$ cat src/cssc_pkg.sv
package cssc_pkg;
   // byte addresses of the register map
   localparam logic [15:0] CSSC_ADDR_CTRL1   = 16'h3038;
   localparam logic [15:0] CSSC_ADDR_CTRL2   = 16'h3039;
   localparam logic [15:0] CSSC_ADDR_TRIM    = 16'h303a;
   localparam logic [15:0] CSSC_ADDR_CTRL4   = 16'h303b;
   localparam logic [15:0] CSSC_ADDR_STATUS  = 16'h303c;
   localparam logic [15:0] CSSC_ADDR_OSC     = 16'h303e;
   localparam int          CSSC_INDEX_BASE   = 16'h3038;
   // reset values
   localparam logic [7:0]  CSSC_RST_CTRL1    = 8'h04;
   localparam logic [7:0]  CSSC_RST_CTRL2    = 8'h20;
   localparam logic [7:0]  CSSC_RST_TRIM     = 8'h00;
   localparam logic [7:0]  CSSC_RST_CTRL4    = 8'h00;
   localparam logic [7:0]  CSSC_RST_STATUS   = 8'h10;
   localparam logic [7:0]  CSSC_RST_OSC      = 8'h00;
   // field positions
   localparam int          CSSC_SRC_HI       = 7;
   localparam int          CSSC_SRC_LO       = 6;
   localparam int          CSSC_LOOP_REF_DIVIDER_HI      = 5;
   localparam int          CSSC_LOOP_REF_DIVIDER_LO      = 3;
   localparam int          CSSC_REFSEL_BIT   = 2;
   localparam int          CSSC_OUTEN_BIT    = 1;
   localparam int          CSSC_STOPKEEP_BIT = 0;
   localparam int          CSSC_BUS_DIVIDER_HI      = 7;
   localparam int          CSSC_BUS_DIVIDER_LO      = 5;
   localparam int          CSSC_RANGE_BIT    = 5;
   // writable masks; reserved bits of control two and four read zero
   localparam logic [7:0]  CSSC_MASK_CTRL2   = 8'hf0;
   localparam logic [7:0]  CSSC_MASK_CTRL4   = 8'ha1;
   localparam logic [3:0]  CSSC_RANGE_SHIFT  = 4'h5;
   localparam logic [2:0]  CSSC_LOOP_REF_DIVIDER_MAXCODE = 3'h4;

   typedef enum logic [1:0] {
      CSSC_SRC_LOOP     = 2'h0,
      CSSC_SRC_INT_REF  = 2'h1,
      CSSC_SRC_EXT_REF  = 2'h2,
      CSSC_SRC_RESERVED = 2'h3
   } cssc_src_e;
endpackage : cssc_pkg

$ cat src/cssc_ctrl.sv
// Chosen here: register access over APB.
`timescale 1ns/10ps
module cssc_ctrl
   import cssc_pkg::*;
(
   // apb
   input  wire logic        pclk,
   input  wire logic        presetn,
   input  wire logic        psel,
   input  wire logic        penable,
   input  wire logic        pwrite,
   input  wire logic [15:0] paddr,
   input  wire logic [31:0] pwdata,
   input  wire logic [3:0]  pstrb,
   output logic      [31:0] prdata,
   output logic             pready,
   output logic             pslverr,
   // clock sources, already on pclk as one-cycle enables
   input  wire logic        loop_clk_en,
   input  wire logic        int_ref_clk_en,
   input  wire logic        ext_ref_clk_en,
   // system state and status bits from outside
   input  wire logic        stop_mode,
   input  wire logic [7:0]  status_in,
   // clock control outputs
   output logic             bus_clk_en,
   output logic             loop_ref_clk_en,
   output logic             int_ref_clock_out,
   output logic             int_ref_running,
   output logic [1:0]       bus_source_sel,
   output logic [2:0]       bus_divider,
   output logic             loop_ref_sel,
   output logic             loop_engaged_internal_mode,
   output logic             loop_bypassed_internal_mode,
   output logic             loop_bypassed_internal_lowpower_mode
);

   logic [7:0]  clock_control_one;
   logic [7:0]  clock_control_two;
   logic [7:0]  reference_trim;
   logic [7:0]  clock_control_four;
   logic [7:0]  clock_status;
   logic [7:0]  oscillator_control;
   logic [7:0]  status_meta;
   logic        stop_meta;
   logic        stop_sync;
   logic        pre_stop_int_mode;
   logic        src_en;
   logic        ref_src_en;
   logic [6:0]  bus_cnt;
   logic [8:0]  ref_cnt;
   logic [2:0]  ref_code;
   logic [3:0]  ref_exp;
   logic [7:0]  rd_byte;
   logic        wr_go;
   logic [7:0]  wbyte;
   logic        int_driven;
   logic        addr_hit;

   function automatic logic [7:0] lane_byte(input logic [31:0] d, input logic [1:0] a);
      lane_byte = d[8*a +: 8];
   endfunction : lane_byte

   // all-ones terminal count (2**code - 1) for a power-of-two divider
   function automatic logic [8:0] pow2_mask(input logic [3:0] code);
      pow2_mask = 9'(({9'h000, 1'b1} << code) - 10'h001);
   endfunction : pow2_mask

   function automatic logic is_mapped(input logic [15:0] a);
      is_mapped = (a == CSSC_ADDR_CTRL1) || (a == CSSC_ADDR_CTRL2) ||
                  (a == CSSC_ADDR_TRIM)  || (a == CSSC_ADDR_CTRL4) ||
                  (a == CSSC_ADDR_STATUS) || (a == CSSC_ADDR_OSC);
   endfunction : is_mapped

   assign pready   = 1'b1;
   assign addr_hit = is_mapped(paddr);
   assign wr_go    = psel && penable && pwrite && addr_hit && pstrb[paddr[1:0]];
   assign wbyte    = lane_byte(pwdata, paddr[1:0]);
   assign pslverr  = psel && penable && (!addr_hit ||
                     (pwrite && paddr == CSSC_ADDR_STATUS));

   // status and stop arrive from other clock domains
   always_ff @(posedge pclk or negedge presetn) begin
      if (!presetn) begin
         status_meta  <= CSSC_RST_STATUS;
         clock_status <= CSSC_RST_STATUS;
         stop_meta    <= 1'b0;
         stop_sync    <= 1'b0;
      end else begin
         status_meta  <= status_in;
         clock_status <= status_meta;
         stop_meta    <= stop_mode;
         stop_sync    <= stop_meta;
      end
   end

   always_ff @(posedge pclk or negedge presetn) begin
      if (!presetn) begin
         clock_control_one <= CSSC_RST_CTRL1;
      end else if (wr_go && paddr == CSSC_ADDR_CTRL1) begin
         clock_control_one[CSSC_LOOP_REF_DIVIDER_HI:0] <= wbyte[CSSC_LOOP_REF_DIVIDER_HI:0];
         // reserved source code leaves the bus clock where it was
         if (wbyte[CSSC_SRC_HI:CSSC_SRC_LO] != CSSC_SRC_RESERVED) begin
            clock_control_one[CSSC_SRC_HI:CSSC_SRC_LO] <= wbyte[CSSC_SRC_HI:CSSC_SRC_LO];
         end
      end
   end

   // trim is undefined at reset; zero is loaded so simulation stays clean
   always_ff @(posedge pclk or negedge presetn) begin
      if (!presetn) begin
         clock_control_two  <= CSSC_RST_CTRL2;
         reference_trim     <= CSSC_RST_TRIM;
         clock_control_four <= CSSC_RST_CTRL4;
         oscillator_control <= CSSC_RST_OSC;
      end else if (wr_go) begin
         case (paddr)
            CSSC_ADDR_CTRL2: clock_control_two  <= wbyte & CSSC_MASK_CTRL2;
            CSSC_ADDR_TRIM:  reference_trim     <= wbyte;
            CSSC_ADDR_CTRL4: clock_control_four <= wbyte & CSSC_MASK_CTRL4;
            CSSC_ADDR_OSC:   oscillator_control <= wbyte;
            default: ;
         endcase
      end
   end

   always_comb begin
      case (paddr)
         CSSC_ADDR_CTRL1:  rd_byte = clock_control_one;
         CSSC_ADDR_CTRL2:  rd_byte = clock_control_two;
         CSSC_ADDR_TRIM:   rd_byte = reference_trim;
         CSSC_ADDR_CTRL4:  rd_byte = clock_control_four;
         CSSC_ADDR_STATUS: rd_byte = clock_status;
         CSSC_ADDR_OSC:    rd_byte = oscillator_control;
         default:          rd_byte = 8'h00;
      endcase
   end

   always_ff @(posedge pclk or negedge presetn) begin
      if (!presetn) begin
         prdata <= 32'h0000_0000;
      end else if (psel && !penable && !pwrite) begin
         prdata <= {24'h00_0000, rd_byte} << {paddr[1:0], 3'h0};
      end
   end

   assign bus_source_sel = clock_control_one[CSSC_SRC_HI:CSSC_SRC_LO];
   assign bus_divider    = clock_control_two[CSSC_BUS_DIVIDER_HI:CSSC_BUS_DIVIDER_LO];
   assign loop_ref_sel   = clock_control_one[CSSC_REFSEL_BIT];

   always_comb begin
      case (cssc_src_e'(bus_source_sel))
         CSSC_SRC_LOOP:    src_en = loop_clk_en;
         CSSC_SRC_INT_REF: src_en = int_ref_clk_en;
         CSSC_SRC_EXT_REF: src_en = ext_ref_clk_en;
         default:          src_en = 1'b0;
      endcase
   end

   assign ref_src_en = loop_ref_sel ? int_ref_clk_en : ext_ref_clk_en;

   // bus divider: count selected-source ticks, pulse every 2**code
   always_ff @(posedge pclk or negedge presetn) begin
      if (!presetn) begin
         bus_cnt    <= 7'h00;
         bus_clk_en <= 1'b0;
      end else begin
         bus_clk_en <= 1'b0;
         if (src_en) begin
            if (bus_cnt >= 7'(pow2_mask({1'b0, bus_divider}))) begin
               bus_cnt    <= 7'h00;
               bus_clk_en <= 1'b1;
            end else begin
               bus_cnt <= bus_cnt + 7'h01;
            end
         end
      end
   end

   // codes above 100 clamp to the largest ratio of the range
   always_comb begin
      ref_code = clock_control_one[CSSC_LOOP_REF_DIVIDER_HI:CSSC_LOOP_REF_DIVIDER_LO];
      if (ref_code > CSSC_LOOP_REF_DIVIDER_MAXCODE) begin
         ref_code = CSSC_LOOP_REF_DIVIDER_MAXCODE;
      end
      ref_exp = {1'b0, ref_code} +
                (oscillator_control[CSSC_RANGE_BIT] ? CSSC_RANGE_SHIFT : 4'h0);
   end

   // loop reference divider
   always_ff @(posedge pclk or negedge presetn) begin
      if (!presetn) begin
         ref_cnt         <= 9'h000;
         loop_ref_clk_en <= 1'b0;
      end else begin
         loop_ref_clk_en <= 1'b0;
         if (ref_src_en) begin
            if (ref_cnt >= pow2_mask(ref_exp)) begin
               ref_cnt         <= 9'h000;
               loop_ref_clk_en <= 1'b1;
            end else begin
               ref_cnt <= ref_cnt + 9'h001;
            end
         end
      end
   end

   // internal-reference-driven modes; low power bit is bit 4 of control two
   assign loop_engaged_internal_mode  = (bus_source_sel == CSSC_SRC_LOOP) && loop_ref_sel;
   assign loop_bypassed_internal_mode = (bus_source_sel == CSSC_SRC_INT_REF) &&
                                        !clock_control_two[4];
   assign loop_bypassed_internal_lowpower_mode = (bus_source_sel == CSSC_SRC_INT_REF) &&
                                                 clock_control_two[4];
   assign int_driven = loop_engaged_internal_mode || loop_bypassed_internal_mode ||
                       loop_bypassed_internal_lowpower_mode;

   // mode is frozen at stop entry so a later write changes the decision only through the stop-keep and output enable bits
   always_ff @(posedge pclk or negedge presetn) begin
      if (!presetn) begin
         pre_stop_int_mode <= 1'b0;
      end else if (!stop_sync) begin
         pre_stop_int_mode <= int_driven;
      end
   end

   always_comb begin
      if (!stop_sync) begin
         int_ref_running = 1'b1;
      end else if (!clock_control_one[CSSC_STOPKEEP_BIT]) begin
         int_ref_running = 1'b0;
      end else begin
         int_ref_running = clock_control_one[CSSC_OUTEN_BIT] || pre_stop_int_mode;
      end
   end

   assign int_ref_clock_out = clock_control_one[CSSC_OUTEN_BIT] && int_ref_running &&
                              int_ref_clk_en;
endmodule : cssc_ctrl

$ cat config.mk
export PLATFORM = sky130hd
export DESIGN_NAME = cssc_ctrl
export DESIGN_NICKNAME = d
export VERILOG_FILES = /design/src/cssc_pkg.sv /design/src/cssc_ctrl.sv
export SDC_FILE = /design/constraint.sdc
export NUM_CORES = 1
export LEC_CHECK = 0
export BUFFER_PORTS_ARGS = -buffer_cell sky130_fd_sc_hd__buf_2
export CAP_MARGIN = 5
export CORE_UTILIZATION = 45
export CTS_BUF_LIST = sky130_fd_sc_hd__clkbuf_8
export CTS_CLUSTER_DIAMETER = 150
export DETAILED_ROUTE_END_ITERATION = 8
export PLACE_DENSITY = 0.68
export SYNTH_ARGS = -nofsm -noshare
export SYNTH_HDL_FRONTEND = slang
export SYNTH_SLANG_ARGS = --single-unit
$ cat constraint.sdc
create_clock -name pclk -period 5.26 [get_ports pclk]
set_input_delay 0.263 -clock pclk [delete_from_list [all_inputs] [get_ports pclk]]
set_output_delay 0.263 -clock pclk [all_outputs]
set_load 0.05 [all_outputs]
==> impl_metrics.json <==
{
  "syn_nets": 577,
  "min_path_type": "input port to register",
  "grt_pass1_wl_um": 19100,
  "dieArea_sq_mm": 0.0122,
  "cts.clk_slew.worst_paths_ns": 0.12,
  "io_pins": 116,
  "cts_resized": 0,
  "place.gp.congestion": 0.837,
  "start_kind": "register",
  "swShare": 0.291,
  "worstMarginPinSlew_ns": 0.932,
  "crit_path_max_fanout": 9,
  "vias": 4118,
  "clock_sinks": 100,
  "clockBufferDepth": 2,
  "fin_crit_sh": 0.820,
  "multi_input_area_sq_mm": 0.00259,
  "p_leak_nw": 3.04,
  "grt_max_degree": 54,
  "numCtsBuffers": 9,
  "status": "complete, no violations",
  "antenna_found_initial": 0,
  "p_comb_frac": 0.109,
  "area_growth_pct": 17.9,
  "switchingPower_uw": 424,
  "rsz0062_at_grt": "false",
  "htreeDepth": 3,
  "placed_area_sq_mm": 0.00591,
  "intPower_mw": 1.03,
  "num_rows": 39,
  "postSynth.asyncResetShare": 1.00,
  "firstDrtPassIters": 5,
  "wl_per_cell_um": 16.5,
  "drive_gt1_frac": 0.309,
  "place_ws_ns": 1.03,
  "syn_inst": 481,
  "ff_latch_area_sq_mm": 0.00251,
  "ys.flop_type": "dfrtp_1",
  "grt_overflow": 0,
  "yosysMostFrequentCell": "dfrtp_1",
  "worstSetupPathType": "register to register",
  "dp.final_hpwl_um": 9340,
  "finalSetupViolCount": 0,
  "avgSynthCellArea_sq_um": 11.0,
  "core_sq_mm": 0.0114,
  "avgViaCountPerCell": 5.56,
  "setup_ws_ns": 0.946,
  "synth_edf_count": 0,
  "fin_skew_ns": 0.0104,
  "start_util": 0.462,
  "final_max_slew_viol_count": 0,
  "ys_ff_latch": 100,
  "fin_area_sq_mm": 0.00622,
  "synth_seq_area_share": 0.476,
  "synth_top_area_cell": "dfrtp_1",
  "utilization": 0.544,
  "cts_tree": "built",
  "synthTopCellsByArea": "dfrtp_1 46%, ha_1 6.4%, mux2_2 5.8%",
  "die_w_um": 110,
  "first_global_vias": 3866,
  "max_clock_freq_ghz": 0.232,
  "p_per_area_mw_per_mm2": 234,
  "wl_um": 12200,
  "worstPathRequired_ns": 5.56,
  "ys_types": 63,
  "port_buffers": 114,
  "timing.setup.tns_ns": 0,
  "grt_usage": 0.208,
  "pwr-share-seq": 0.544,
  "synth_common_cells": "96 x dfrtp_1, 43 x a21oi_1, 35 x nor2_1, 33 x nand2_1",
  "synth_top_area_share": 0.456,
  "max-slew-margin-rel": 0.371,
  "hold_viol": 0,
  "clock_latency_ns": 0.38,
  "irDropWorstVdd_mv": 0.186,
  "clockRootBuffer": "clkbuf_8",
  "max_cap_viol_count": 0,
  "drc": 0,
  "fillCellCount": 997,
  "yosys_warnings": 0,
  "end_kind": "register",
  "synth_area_sq_mm": 0.00527,
  "antennaDiodeCount": 0,
  "nets": 689,
  "final.min_clock_period_ns": 4.31,
  "die_y_um": 110,
  "pwr-share-clk": 0.346,
  "ant_nets": 0,
  "arrival_ns": 4.62,
  "drt_iter0_markers": 208
}
## registers in the layout (all words and copies together) (netlist names)
register	cells
bus_clk_en	1
status_meta	8
stop_sync	1
loop_ref_clk_en	1
reference_trim	8
clock_control_two	4
pre_stop_int_mode	1
clock_control_one	8
oscillator_control	8
prdata	32
stop_meta	1
bus_cnt	7
ref_cnt	9
clock_control_four	3
clock_status	8
## critical path, stage by stage (launching register included)
cell,delay (ns)
dfrtp_1,0.52
nor2b_1,0.09
ha_1,0.20
ha_1,0.26
or2_2,0.33
a21oi_1,0.31
nand3b_1,0.13
ha_1,0.25
nand2b_1,0.09
a21oi_1,0.05
a31oi_1,0.16
ha_1,0.27
nand4_1,0.14
o21bai_1,0.09
o311ai_0,0.81
a21oi_1,0.34
nor2_1,0.20
## layout by cell type, fill, tap and decap left out, types with 3 or more instances in the layout
| cell | instances |
|---|---|
| buf_2 | 113 |
| dfrtp_1 | 96 |
| a21oi_1 | 43 |
| nor2_1 | 35 |
| nand2_1 | 33 |
| mux2_2 | 27 |
| ha_1 | 27 |
| inv_1 | 14 |
| nor3_1 | 11 |
| o21ai_0 | 10 |
| and2_1 | 10 |
| dlygate4sd3_1 | 10 |
| xor2_1 | 9 |
| nand3_1 | 9 |
| mux4_2 | 9 |
| a22oi_1 | 9 |
| clkbuf_8 | 9 |
| nand4_1 | 8 |
| nor4_1 | 6 |
| mux2_4 | 6 |
| and3_1 | 6 |
| a22o_1 | 6 |
| xnor2_1 | 5 |
| nand2b_1 | 5 |
| mux2i_1 | 5 |
| nor3b_1 | 4 |
| nor2b_1 | 4 |
| a21o_1 | 4 |
| dfstp_2 | 4 |
| or2_2 | 3 |
| nand3b_1 | 3 |
| a31oi_1 | 3 |
| or4_1 | 3 |
| a221o_1 | 3 |
| inv_8 | 3 |
## power by group through the flow
| stage | clock network, mW | registers (mW) | logic (mW) |
|---|---|---|---|
| final | 0.504 | 0.793 | 0.159 |
| after global routing | 0.556 | 0.795 | 0.173 |
| after CTS | 0.522 | 0.793 | 0.161 |
| after detailed placement | 0 | 0.808 | 0.155 |
| after global placement | 0 | 0.808 | 0.152 |
| after floorplan | 0 | 0.839 | 0.0535 |
## metrics by stage
step / hold WS [ns] / instances / power [mW]
floorplan: -0.0326 / 481 / 0.893
detailed placement: 0.311 / 715 / 0.963
CTS: 0.288 / 741 / 1.48
finish: 0.311 / 741 / 1.46
global placement: 0.307 / 715 / 0.960
global route: 0.326 / 741 / 1.52
## path summary, 6_finish.rpt
kind | start | end | slack [ns] | cells after the start
max | clock_control_one[5] | ref_cnt[8] | 0.95 | 16
min | ext_ref_clk_en | ref_cnt[0] | 0.31 | 3
max reg2reg | clock_control_one[5] | ref_cnt[8] | 0.95 | 16
min reg2reg | status_meta[2] | clock_status[2] | 0.36 | 0
max in group asynchronous | presetn | prdata[28] | 3.76 | 3
min in group asynchronous | presetn | ref_cnt[4] | 0.42 | 2
## layout make-up
type,count,share of cell area
clock inverters,7,0.0135
flip-flops and latches,100,0.403
repair buffers,125,0.110
well taps,143,0.0288
clock buffers,9,0.0199
multi-input cells,343,0.416
inverters,14,0.00845
## per-layer routing
layer  share of wire  vias to the layer above  GRT usage
li1                -                     1975          -
met1            0.45                     2057      0.270
met2            0.51                       80      0.355
met3           0.037                        6     0.0400
met4          0.0086                        0     0.0592
met5               0                        -          0
## cells by family after synthesis
group,after synthesis,share of synthesized area
adder cells (fa/ha/maj),27,0.0641
multiplexers,47,0.123
AO/OA/AOI/OAI,96,0.117
XOR/XNOR,14,0.0233
buffers and inverters,38,0.0332
other,1,0.000711
flip-flops,100,0.476
AND/OR/NAND/NOR,158,0.163
## repair_timing
item | CTS | global route
setup buffers | 0 | 0
endpoints found under the hold margin | 53 | 0
hold buffers | 10 | 0
Power figures use the tool's default switching activity.
